$ cat src/hw/tscm_pkg.sv
// Package for the two-wire serial control master: command and status types,
// timing constants. Assumes a 100 MHz system clock.
package tscm_pkg;

  localparam int unsigned CLK_HZ = 100_000_000;
  localparam int unsigned STD_HZ = 100_000;
  localparam int unsigned FAST_HZ = 400_000;
  // Quarter bit periods, rounded up so the bus never runs above the rate
  localparam int unsigned STD_QTR = (CLK_HZ + STD_HZ * 4 - 1) / (STD_HZ * 4);
  localparam int unsigned FAST_QTR =
      (CLK_HZ + FAST_HZ * 4 - 1) / (FAST_HZ * 4);
  localparam int unsigned QTR_W = 8;
  localparam int unsigned LEN_W = 4;

  typedef enum logic [1:0] {
    XFER_READ,
    XFER_WRITE,
    XFER_READ_WRITE,
    XFER_WRITE_READ
  } tscm_xfer_e;

  typedef struct packed {
    tscm_xfer_e xfer;
    logic fast;
    logic [6:0] addr;
    logic [LEN_W-1:0] len1;
    logic [LEN_W-1:0] len2;
  } tscm_cmd_s;

  typedef struct packed {
    logic busy;
    logic done;
    logic nack;
  } tscm_stat_s;

endpackage

$ cat src/hw/tscm_master.sv
// Two-wire serial control master: one command at a time from the CPU.
// Assumes open-drain pins with pull-ups and one clock, ref_clk_i.
//
// What this block does
// - SCL generated at up to 400 kHz
// - Standard or fast rate chosen per command
// - Read, write, read-write and write-read transfers
// - Sole master, no arbitration logic
// - No wait states, clock stretching ignored
// - Transfers start only on CPU command
module tscm_master (
  input wire logic ref_clk_i,
  input wire logic rst_n_i,
  input wire logic cmd_valid_i,
  input wire tscm_pkg::tscm_cmd_s cmd_i,
  input wire logic [7:0] wr_data_i,
  output logic wr_take_o,
  output logic [7:0] rd_data_o,
  output logic rd_valid_o,
  output tscm_pkg::tscm_stat_s stat_o,
  input wire logic scl_i,
  output logic scl_o,
  output logic scl_oe_o,
  input wire logic sda_i,
  output logic sda_o,
  output logic sda_oe_o
);

  typedef enum logic [2:0] {
    ST_IDLE, ST_START, ST_ADDR, ST_WBYTE, ST_RBYTE, ST_RESTART, ST_STOP
  } tscm_state_e;

  tscm_state_e state;
  tscm_pkg::tscm_cmd_s cmd;
  logic phase2;
  logic [tscm_pkg::QTR_W-1:0] qcnt;
  logic [1:0] quarter;
  logic [3:0] bitn;
  logic [8:0] shreg;
  logic [tscm_pkg::LEN_W-1:0] left;
  logic [2:0] sda_sync;
  logic sda_s;
  logic tick;
  logic phase_rd;
  logic scl_low;
  logic sda_low;

  // Clock stretching is not honoured, so scl_i is left unread
  function automatic logic phase_is_read(tscm_pkg::tscm_xfer_e x, logic p2);
    unique case (x)
      tscm_pkg::XFER_READ: phase_is_read = 1'b1;
      tscm_pkg::XFER_WRITE: phase_is_read = 1'b0;
      tscm_pkg::XFER_READ_WRITE: phase_is_read = !p2;
      tscm_pkg::XFER_WRITE_READ: phase_is_read = p2;
    endcase
  endfunction

  function automatic logic combined(tscm_pkg::tscm_xfer_e x);
    combined = (x == tscm_pkg::XFER_READ_WRITE) ||
               (x == tscm_pkg::XFER_WRITE_READ);
  endfunction

  assign phase_rd = phase_is_read(cmd.xfer, phase2);
  assign tick = (state != ST_IDLE) && (qcnt == '0);

  // Sampling pin input: three flops, level accepted when stages 2 and 3 agree
  always_ff @(posedge ref_clk_i or negedge rst_n_i) begin
    if (!rst_n_i) begin
      sda_sync <= 3'h7;
      sda_s <= 1'b1;
    end else begin
      sda_sync <= {sda_sync[1:0], sda_i};
      if (sda_sync[2] == sda_sync[1]) begin
        sda_s <= sda_sync[2];
      end
    end
  end

  // Quarter-bit timer; rate reloads from the latched speed bit
  always_ff @(posedge ref_clk_i or negedge rst_n_i) begin
    if (!rst_n_i) begin
      qcnt <= '0;
    end else if (state == ST_IDLE || qcnt == '0) begin
      qcnt <= cmd.fast ? tscm_pkg::QTR_W'(tscm_pkg::FAST_QTR - 1)
                       : tscm_pkg::QTR_W'(tscm_pkg::STD_QTR - 1);
    end else begin
      qcnt <= qcnt - 1'b1;
    end
  end

  // Main sequencer; there is no arbitration, the bus is assumed ours
  always_ff @(posedge ref_clk_i or negedge rst_n_i) begin
    if (!rst_n_i) begin
      state <= ST_IDLE;
      cmd <= '0;
      phase2 <= 1'b0;
      quarter <= 2'h0;
      bitn <= 4'h0;
      shreg <= '0;
      left <= '0;
      scl_low <= 1'b0;
      sda_low <= 1'b0;
      wr_take_o <= 1'b0;
      rd_valid_o <= 1'b0;
      rd_data_o <= 8'h00;
      stat_o <= '0;
    end else begin
      wr_take_o <= 1'b0;
      rd_valid_o <= 1'b0;
      stat_o.done <= 1'b0;
      if (state == ST_IDLE) begin
        if (cmd_valid_i) begin
          cmd <= cmd_i;
          phase2 <= 1'b0;
          quarter <= 2'h0;
          stat_o.busy <= 1'b1;
          stat_o.nack <= 1'b0;
          state <= ST_START;
        end
      end else if (tick) begin
        quarter <= quarter + 1'b1;
        unique case (state)
          ST_START, ST_RESTART: begin
            // SDA falls while SCL is high, then SCL falls
            unique case (quarter)
              2'h0: begin
                sda_low <= 1'b0;
              end
              2'h1: begin
                scl_low <= 1'b0;
              end
              2'h2: begin
                sda_low <= 1'b1;
              end
              2'h3: begin
                scl_low <= 1'b1;
                shreg <= {cmd.addr, phase_rd, 1'b1};
                left <= phase2 ? cmd.len2 : cmd.len1;
                bitn <= 4'h0;
                state <= ST_ADDR;
              end
            endcase
          end
          ST_ADDR, ST_WBYTE, ST_RBYTE: begin
            unique case (quarter)
              2'h0: begin
                if (bitn < 4'h8) begin
                  sda_low <= (state == ST_RBYTE) ? 1'b0 : !shreg[8];
                end else begin
                  // Ack slot: master acks all but the last read byte
                  sda_low <= (state == ST_RBYTE) && (left != 1);
                end
              end
              2'h1: begin
                scl_low <= 1'b0;
              end
              2'h2: begin
                if (bitn < 4'h8) begin
                  // One shift a bit: top bit goes out, pin comes in below
                  shreg <= {shreg[7:0], sda_s};
                end else if (state != ST_RBYTE && sda_s) begin
                  stat_o.nack <= 1'b1;
                end
              end
              2'h3: begin
                scl_low <= 1'b1;
                bitn <= bitn + 1'b1;
                if (bitn == 4'h8) begin
                  bitn <= 4'h0;
                  if (state == ST_RBYTE) begin
                    rd_data_o <= shreg[7:0];
                    rd_valid_o <= 1'b1;
                    left <= left - 1'b1;
                  end else if (state == ST_WBYTE) begin
                    left <= left - 1'b1;
                  end
                  if (state != ST_RBYTE && stat_o.nack) begin
                    state <= ST_STOP;
                  end else if ((state == ST_ADDR && left == 0) ||
                      (state != ST_ADDR && left == 1)) begin
                    if (combined(cmd.xfer) && !phase2) begin
                      phase2 <= 1'b1;
                      state <= ST_RESTART;
                    end else begin
                      state <= ST_STOP;
                    end
                  end else if (phase_rd) begin
                    state <= ST_RBYTE;
                  end else begin
                    shreg <= {wr_data_i, 1'b1};
                    wr_take_o <= 1'b1;
                    state <= ST_WBYTE;
                  end
                end
              end
            endcase
          end
          ST_STOP: begin
            // SDA rises while SCL is high
            unique case (quarter)
              2'h0: begin
                sda_low <= 1'b1;
              end
              2'h1: begin
                scl_low <= 1'b0;
              end
              2'h2: begin
                sda_low <= 1'b0;
              end
              2'h3: begin
                stat_o.busy <= 1'b0;
                stat_o.done <= 1'b1;
                state <= ST_IDLE;
              end
            endcase
          end
          default: begin
            state <= ST_IDLE;
          end
        endcase
      end
    end
  end

  // Open drain: drive low only, released lines float high
  always_ff @(posedge ref_clk_i or negedge rst_n_i) begin
    if (!rst_n_i) begin
      scl_o <= 1'b1;
      scl_oe_o <= 1'b0;
      sda_o <= 1'b1;
      sda_oe_o <= 1'b0;
    end else begin
      scl_o <= 1'b0;
      scl_oe_o <= scl_low;
      sda_o <= 1'b0;
      sda_oe_o <= sda_low;
    end
  end

endmodule // tscm_master

$ cat config.mk
export PLATFORM = sky130hd
export DESIGN_NAME = tscm_master
export DESIGN_NICKNAME = d
export VERILOG_FILES = /design/src/hw/tscm_pkg.sv /design/src/hw/tscm_master.sv
export SDC_FILE = /design/constraint.sdc
export NUM_CORES = 1
export LEC_CHECK = 0
export BUFFER_PORTS_ARGS = -buffer_cell sky130_fd_sc_hd__buf_4
export CAP_MARGIN = 20
export CORE_ASPECT_RATIO = 0.7
export CORE_MARGIN = 5
export CORE_UTILIZATION = 49
export CTS_BUF_LIST = sky130_fd_sc_hd__clkbuf_4
export DETAILED_ROUTE_END_ITERATION = 10
export GPL_ROUTABILITY_DRIVEN = 1
export PLACE_DENSITY = 0.77
export SYNTH_ARGS = -nofsm -noshare
export SYNTH_HDL_FRONTEND = slang
export SYNTH_SLANG_ARGS = --single-unit
$ cat constraint.sdc
create_clock -name ref_clk_i -period 3.5 [get_ports ref_clk_i]
set_input_delay 0.175 -clock ref_clk_i [delete_from_list [all_inputs] [get_ports ref_clk_i]]
set_output_delay 0.175 -clock ref_clk_i [all_outputs]
set_load 0.1 [all_outputs]
-- After elaboration in Yosys (flattened, before gate mapping)
Index checks and enable logic that the tools add are counted.
- register bits: 71
- input bits: 31
- output and inout bits: 17
- logic and storage cells: 196
- add/subtract/negate cells: 4
- $lt $le $gt $ge: 1
- equality and inequality tests: 40
- mux-type cells: 80
- bitwise logic cells: 1
- reduce and logical (&&, ||, !) cells: 45
- operators by type and width (kind ; count):
    $mux W9 ; 6
    $mux W4 ; 9
    $pmux W9 S2 ; 2
    $mux W1 ; 35
    $mux W3 ; 11
    $ne A3 B3 Y1 const B ; 11
    $reduce_and A6 Y1 ; 4
    $reduce_bool A2 Y1 ; 11
    $mux W8 ; 2
    $pmux W4 S2 ; 2
    $ne A2 B2 Y1 const B ; 7
    $mux W2 ; 6
    $reduce_and A10 Y1 ; 1
    $reduce_and A5 Y1 ; 2
    $eq A3 B3 Y1 const B ; 3
    $ne A3 B2 Y1 const B ; 3
    $pmux W3 S3 ; 1
    $eq A2 B2 Y1 const B ; 4
    $logic_not A8 Y1 ; 1
    $pmux W1 S2 ; 4
    $reduce_and A8 Y1 ; 1
    $sub A8 B1 Y8 const B ; 1
    $logic_and A1 B1 Y1 ; 7
    $reduce_and A7 Y1 ; 1
    other kinds (27) ; 36

-- Depth between registers and ports, before layout
Gate-level depths: netlist (run 1).
- word-level depth: 11
- mapped depth: 8
- gate-level depth less buffers: 7

-- Worst setup path before layout (run 1)
No wires, ideal clock.
- kind: register to register
- from: register state[2]
- to: register shreg[0]
- library setup time: 0.125 ns
- data arrival time: 2.178 ns
- required time: 3.375 ns
- path slack: 1.197 ns
- cell stages (with the launch flop): 6
- path buffers: 0
- clock period less this slack: 2.303 ns
- cell sequence: dfrtp_1 nor3b_1 mux2i_1 nand3_1 a311oi_4 mux2_2
- word-level cells in the longest chain between the ends: 5
- elaborated cells between the ends (all ways): 27
- classes of those cells: 14 x eq/ne; 1 x mux; 1 x bitwise; 11 x reduce/logical
- ends and longest elaborated chain (what ; line ; source):
    from (decl) ; tscm_master.sv:33 ; tscm_state_e state;
    from (signal assigned) ; tscm_master.sv:94 ; state <= ST_IDLE;
    from (signal assigned) ; tscm_master.sv:118 ; state <= ST_START;
    from (signal assigned) ; tscm_master.sv:140 ; state <= ST_ADDR;
    $eq A3 B2 Y1 or $ne A3 B2 Y1 (tied branches) ; tscm_master.sv:122, tscm_master.sv:179, tscm_master.sv:180 ;
    $logic_and A1 B1 Y1 (on tied branches) ; tscm_master.sv:179, tscm_master.sv:180 ;
    $logic_or A1 B1 Y1 ; tscm_master.sv:179 ; end else if ((state == ST_ADDR && left == 0) ||
    $ne A3 B3 Y1 (no line) ; - ;
    $reduce_and A10 Y1 (no line) ; - ;
    to (signal assigned) ; tscm_master.sv:137 ; shreg <= {cmd.addr, phase_rd, 1'b1};
    to (signal assigned) ; tscm_master.sv:160 ; shreg <= {shreg[7:0], sda_s};
    to (signal assigned) ; tscm_master.sv:190 ; shreg <= {wr_data_i, 1'b1};
    to (decl) ; tscm_master.sv:39 ; logic [8:0] shreg;
Parallel ways exist; a longest one is shown, timed or not.
A chain may end at the register's enable or synchronous reset.

-- Worst setup path after layout (run 1)
- from: register state[2]
- to: register shreg[7]
The elaborated chain is that of the path after synthesis.

==> results of run 1 <==
## Yosys cell counts (2+ instances only)
cell type and n:
nor3b_1 6, inv_1 13, mux2_2 29, nand3b_1 2, xor2_1 5, o21ai_0 24
nor2b_1 5, xnor2_1 3, clkbuf_1 8, nand3_1 9, nand2b_1 4, a21oi_1 8
nor2_1 7, nor3_1 7, nor3_2 2, mux2i_1 12, or3_1 3, ha_1 10
a211oi_1 3, nand4b_1 2, dfstp_2 5, a21boi_0 2, nand2_1 28, nor4_1 2
a22o_1 4, o31ai_1 3, buf_2 3, and2_1 2, mux2_4 8, dfrtp_1 66
a21o_1 3
## worst max-delay path by stage
stage                                end  cells past startpoint
floorplan           shreg[0]$_DFFE_PN0P_                      5
global placement    shreg[0]$_DFFE_PN0P_                      5
detailed placement  shreg[7]$_DFFE_PN0P_                      5
CTS                 shreg[7]$_DFFE_PN0P_                      5
global route        shreg[7]$_DFFE_PN0P_                      5
finish              shreg[7]$_DFFE_PN0P_                      5
## tightest hold or removal path, stage by stage
cell and delay, ns:
buf_4 0.07, mux2i_1 0.05, o21ai_0 0.12, mux2_2 0.13
## stage by stage
step	hold slack (ns)	cells	instance area, µm²
2_1_floorplan	-0.121	312	3550
3_3_place_gp	0.284	446	3980
3_5_place_dp	0.285	446	3980
4_1_cts	0.154	482	4340
5_1_grt	0.200	482	4340
6_report	0.169	482	4340
## area by class of cell
class                   instances  area [µm²]
repair buffers                 71         583
flip-flops and latches         71        1780
multi-input cells             213        1640
inverters                      13        48.8
clock inverters                 6        85.1
fillers                       574        2820
clock buffers                  10        75.1
well taps                      98         123
## per-layer routing
layer | track usage [%] | wire [µm] | up-vias | part of all wire, %
met2 | 27.0 | 3320 | 60 | 46
met4 | 4.74 | 79 | 0 | 1.1
li1 | - | - | 1242 | -
met1 | 23.5 | 3530 | 1248 | 49
met5 | 0 | 0 | - | 0
met3 | 4.47 | 314 | 10 | 4.3
## power by group
group          total (µW)  internal, µW  switching (µW)
logic                71.4          37.8            33.6
clock network         578           295             282
registers             829           826            2.57
## logic make-up after synthesis
family | Yosys count | synth area share (%)
muxes | 50 | 16.3
buffers and inverters | 28 | 3.42
xor gates and xnor gates | 8 | 1.98
adders and majority gates | 11 | 3.81
and+or+nand+nor | 89 | 14.0
AOI/OAI and AO/OA | 54 | 10.1
other | 1 | 0.106
DFF | 71 | 50.3
## sequential cells by signal, indices dropped and copies added (netlist names)
name / flops
sda_low: 1
qcnt: 8
bitn: 4
state: 3
rd_data_o: 8
shreg: 9
phase2: 1
sda_s: 1
scl_low: 1
scl_oe_o: 1
stat_o: 3
sda_oe_o: 1
wr_take_o: 1
rd_valid_o: 1
left: 4
sda_o: 1
cmd: 18
quarter: 2
sda_sync: 3
## cells in the final DEF (no fill, tap or decap), types with 2 or more instances in the layout
cell           netlist  layout
dfrtp_1             66      66
buf_4                1      51
mux2_2              29      29
nand2_1             28      28
o21ai_0             24      24
dlygate4sd3_1        0      20
inv_1               13      13
mux2i_1             12      12
ha_1                10      10
clkbuf_4             0      10
nand3_1              9       9
a21oi_1              8       8
mux2_4               8       8
nor3_1               7       7
nor2_1               7       7
nor3b_1              6       6
xor2_1               5       5
nor2b_1              5       5
dfstp_2              5       5
nand2b_1             4       4
a22o_1               4       4
xnor2_1              3       3
a21o_1               3       3
or3_1                3       3
a211oi_1             3       3
o31ai_1              3       3
nor4_1               2       2
nor3_2               2       2
nand4b_1             2       2
and2_1               2       2
a21boi_0             2       2
nand3b_1             2       2
bufinv_16            0       2
==> summary.md, run 1 <==
| Metric | Value |
|---|---|
| Status | completed |
| Vias in the first global route | 2,504 |
| WHS Path Cells | 4 |
| TritonCTS Buffers | 9 |
| Place WS | 0.770 ns |
| Synth top area cells | dfrtp_1 (47%), mux2_2 (9.2%), dfstp_2 (3.7%), ha_1 (3.5%), mux2i_1 (3.4%) |
| Ys Warns | 0 |
| Crit path max-delay cell type | a311oi_4 |
| Synth cell types | 55 |
| Initial core utilization | 49.5% |
| Cts hold-fix bufs | 20 |
| Half-perimeter wire length after placement | 4990 µm |
| RSZ-0062 raised after global routing | no |
| CP top delay family | multiplexers |
| Setup tns final | 0 ns |
| Worst setup EP type | flop |
| Worst R2R Start | state[2]$_DFFE_PN0P_ |
| Sequential share of the synthesized area | 50.3% |
| Tot Pwr | 1480 µW |
| Clock skew | 0.0157 ns |
| PnR worst setup slack | 0.734 ns |
| Total Wirelength | 7240 µm |
| Syn nets | 353 |
| Syn Area/Cell | 11.4 µm² |
| Fin crit share | 79.0% |
| Clk Latency, worst-skew pair | 0.41 ns |
| Synth Flop Type | dfrtp_1 |
| Startpoint types | flop |
| Leakage power | 0.00205 µW |
| ANT nets after route | 0 |
| Tot GR Track Use | 17.1% |
| Final hold viol count | 0 |
| Crit path cell chain | nor3b_1 > mux2i_1 > nand3_1 > a311oi_4 > mux2_2 |
| Crit path required time | 3.81 ns |
| R2r setup slk | 0.73 ns |
| Tmin final | 2.77 ns |
| Hold path endpoint | shreg[4]$_DFFE_PN0P_ |
| Die width | 112 µm |
| Worst Max-Slew Pin Slew | 0.864 ns |
| Top-area cell type share of the netlist area | 46.6% |
| Worst R2R Path Depth | 5 |
| Setup Viol. Count Final | 0 |
| Wire per inst | 15.0 µm |
| Layout cells sized above 1 | 31.0% |
| Iteration-0 DRC Markers | 191 |
| Worst Hold Class | primary input to flop |
| Cell count after synthesis | 312 |
| First-pass GRT wire length | 12,200 µm |
| CP Class | flop to flop |
| Max-Cap Viols | 0 |
| Pwr Density | 341 nW/µm² |
| GP Congestion | 0.864 |
| Core area | 7160 µm² |
| TritonCTS clock tree | yes |
| Die H | 81.2 µm |
| Syn Std Cell Area | 3550 µm² |
| Drt via density | 5.31 |
| Clock-pin slew on the worst setup and hold paths | 0.11 ns |
| Cell taking the most area after synthesis | dfrtp_1 |
| Post-CTS setup buffers | 0 |
| Crit path DAT | 3.07 ns |
| Total grt overflow | 0 |
| Slowest stage delay, CP | 0.61 ns |
| Largest net degree at the start of global routing | 72 |
| I/O pins | 48 |
| Initial antenna violation count | 0 |
| Diode count | 0 |
| RR Endpoint | shreg[7]$_DFFE_PN0P_ |
| VDD IR max | 0.199 mV |
| Post-CTS sizing | 0 |
| Row cnt | 26 |
| Worst hold start | wr_data_i[3] |
| Max-slew violations | 0 |
| Max Freq | 362 MHz |
| Max FO, Critical Path | 16 |
| Detailed Routing Iterations Pass 1 | 4 |
| Clock root buffer | clkbuf_4 |
| Clock Sink Count | 71 |
| Clock tree buffer depth | 2 |
| P&R area growth vs syn | 22.4% |
| Slew HR | 42.4% |
| # DRC | 0 |
| Number of enable flip-flop cells after synthesis | 0 |
| Final net count | 420 |
| Final core occ | 60.6% |
| # port buffers | 46 |
| Asr flop ratio synth | 100% |
| Full die area | 9070 µm² |
| Via count | 2,560 |
| Yosys reg bits | 71 |
| H-Tree Depth | 3 |
| Beginning of the critical path | state[2]$_DFFE_PN0P_ |
| CP Buf/Inv Count | 0 |
Power figures use the tool's default switching activity.
==> inputs of run 2 (changes only) <==
==> constraint.sdc (replaced) <==
create_clock -name ref_clk_i -period 2.9 [get_ports ref_clk_i]
set_input_delay 0.145 -clock ref_clk_i [delete_from_list [all_inputs] [get_ports ref_clk_i]]
set_output_delay 0.145 -clock ref_clk_i [all_outputs]
set_load 0.1 [all_outputs]
==> run 2 against run 1 <==
Compared with the run above: first-iteration DRC count is 2.1% lower; via count grew 2.4%; combinational power rose by 22%; highest routed layer unchanged.
==> summary.md, run 2 (synthesized netlist as in run 1, its figures left out) <==
| Metric | Value |
|---|---|
| Status | completed (unchanged) |
| Core area | 7160 µm² (unchanged) |
| Startpoint types | flop (unchanged) |
| RSZ-0062 raised after global routing | no (unchanged) |
| Crit path cell chain | inv_1 > ha_1 > or3b_2 > nor2_2 > nand3_1 > a311oi_4 > mux2_2 (was nor3b_1 > mux2i_1 > nand3_1 > a311oi_4 > mux2_2) |
| Diode count | 0 (unchanged) |
| Placed Cells | 452 (was 446) |
| CP Buf/Inv Count | 1 (was 0) |
| VDD IR max | 0.297 mV (was 0.199 mV) |
| Pwr Density | 429 nW/µm² (was 341 nW/µm²) |
| Setup Viol. Count Final | 0 (unchanged) |
| Largest net degree at the start of global routing | 72 (unchanged) |
| # DRC | 0 (unchanged) |
| Final net count | 426 (was 420) |
| Clock skew | 0.0105 ns (was 0.0157 ns) |
| Regs by FF count | cmd: 18 flops, shreg: 9 flops (unchanged) |
| Crit path DAT | 2.87 ns (was 3.07 ns) |
| Crit path max-delay cell type | a311oi_4 (unchanged) |
| Slew HR | 41.6% (was 42.4%) |
| Clk Latency, worst-skew pair | 0.42 ns (was 0.41 ns) |
| I/O pins | 48 (unchanged) |
| Final Instance Count excl. Fillers | 488 (was 482) |
| Commonest non-fill, non-tap cell in the layout | dfrtp_1 (unchanged) |
| WHS Path Cells | 4 (unchanged) |
| TritonCTS clock tree | yes (unchanged) |
| Layout cells sized above 1 | 32.1% (was 31.0%) |
| DP Area | 4020 µm² (was 3980 µm²) |
| Fin crit share | 88.1% (was 79.0%) |
| Clock tree buffer depth | 2 (unchanged) |
| Worst Max-Slew Pin Slew | 0.876 ns (was 0.864 ns) |
| Worst R2R Path Depth | 7 (was 5) |
| Drt via density | 5.37 (was 5.31) |
| Die H | 81.2 µm (unchanged) |
| TritonCTS Buffers | 9 (unchanged) |
| Max-slew violations | 0 (unchanged) |
| Tot GR Track Use | 18.6% (was 17.1%) |
| Most frequent cells in the layout | dfrtp_1 (66), buf_4 (57), mux2_2 (29), nand2_1 (28), o21ai_0 (24) (was dfrtp_1 (66), buf_4 (51), mux2_2 (29), nand2_1 (28), o21ai_0 (24)) |
| Worst Hold Class | primary input to flop (unchanged) |
| Final Cell Area | 4410 µm² (was 4340 µm²) |
| Slowest stage delay, CP | 0.53 ns (was 0.61 ns) |
| Crit path required time | 3.21 ns (was 3.81 ns) |
| Leakage power | 0.00209 µW (was 0.00205 µW) |
| ANT nets after route | 0 (unchanged) |
| H-Tree Depth | 3 (unchanged) |
| Max FO, Critical Path | 9 (was 16) |
| First-pass GRT wire length | 13,300 µm (was 12,200 µm) |
| P&R area growth vs syn | 24.4% (was 22.4%) |
| Clock root buffer | clkbuf_4 (unchanged) |
| Setup tns final | 0 ns (unchanged) |
| Tmin final | 2.56 ns (was 2.77 ns) |
| Iteration-0 DRC Markers | 187 (was 191) |
| Half-perimeter wire length after placement | 5150 µm (was 4990 µm) |
| Full die area | 9070 µm² (unchanged) |
| Row cnt | 26 (unchanged) |
| Reg with most FFs | cmd (unchanged) |
| Post-CTS setup buffers | 0 (unchanged) |
| CP top delay family | simple AND/OR/NAND/NOR gates (was multiplexers) |
| GP Congestion | 0.884 (was 0.864) |
| Final hold viol count | 0 (unchanged) |
| Clock Sink Count | 71 (unchanged) |
| Die width | 112 µm (unchanged) |
| Initial core utilization | 49.5% (unchanged) |
| Cts hold-fix bufs | 20 (unchanged) |
| Final core occ | 61.6% (was 60.6%) |
| Post-CTS sizing | 0 (unchanged) |
| Crit. path cell count | 7 (was 5) |
| Wire per inst | 16.0 µm (was 15.0 µm) |
| Detailed Routing Iterations Pass 1 | 5 (was 4) |
| Total Wirelength | 7810 µm (was 7240 µm) |
| Worst setup EP type | flop (unchanged) |
| Total grt overflow | 0 (unchanged) |
| Clock-pin slew on the worst setup and hold paths | 0.12 ns (was 0.11 ns) |
| CP Class | flop to flop (unchanged) |
| Max Freq | 391 MHz (was 362 MHz) |
| # fillers | 577 (was 574) |
| Vias in the first global route | 2,738 (was 2,504) |
| # port buffers | 46 (unchanged) |
| Max-Cap Viols | 0 (unchanged) |
| Via count | 2,622 (was 2,560) |
| Largest register FFs | 18 (unchanged) |
| Initial antenna violation count | 0 (unchanged) |
[run 2: worst min-delay path, delay by kind of cell]
family	cells	cell delay, ns
buf+inv	1	0.08
compound gates	1	0.12
mux	2	0.18
[run 2: routing by layer]
| layer | track usage [%] | routed length (µm) | share of wire [%] | vias up |
|---|---|---|---|---|
| met4 | 7.05 | 175 | 2.2 | 0 |
| met3 | 5.06 | 433 | 5.5 | 18 |
| met1 | 24.6 | 3560 | 46 | 1269 |
| met5 | 0 | 0 | 0 | - |
| met2 | 29.6 | 3640 | 47 | 84 |
| li1 | - | - | - | 1251 |
[run 2: power by group]
part	total (µW)	internal [µW]	switching (µW)
Combinational	87.0	45.6	41.4
Sequential	1000	997	3.53
Clock	805	439	366
Total	1890	1480	411
[run 2: worst paths after layout]
check / start / endpoint / slack [ns]
max: qcnt[0]$_DFF_PN0_ / shreg[3]$_DFFE_PN0P_ / 0.34
max reg2reg: qcnt[0]$_DFF_PN0_ / shreg[3]$_DFFE_PN0P_ / 0.34
min in group asynchronous: rst_n_i / rd_data_o[4]$_DFFE_PN0P_ / 0.35
min: wr_data_i[1] / shreg[2]$_DFFE_PN0P_ / 0.13
max in group asynchronous: rst_n_i / left[2]$_DFFE_PN0P_ / 1.96
min reg2reg: sda_sync[0]$_DFF_PN1_ / sda_sync[1]$_DFF_PN1_ / 0.36
[run 2: per-stage QoR]
stage | hold slack, ns | total power (µW) | worst slack [ns]
2_1_floorplan | -0.151 | 1030 | 0.597
3_3_place_gp | 0.254 | 1080 | 0.487
3_5_place_dp | 0.258 | 1090 | 0.422
4_1_cts | 0.114 | 1920 | 0.372
5_1_grt | 0.140 | 1970 | 0.231
6_report | 0.130 | 1890 | 0.344
[run 2: cell type report]
cell class / instances / area, µm² / area share (%)
clock inverter: 7 / 119 / 2.70
sequential: 71 / 1780 / 40.4
clock buffer: 9 / 67.6 / 1.53
timing repair buffer: 77 / 628 / 14.2
inverter: 13 / 48.8 / 1.11
tap: 98 / 123 / 2.78
multi-input combinational: 213 / 1640 / 37.2
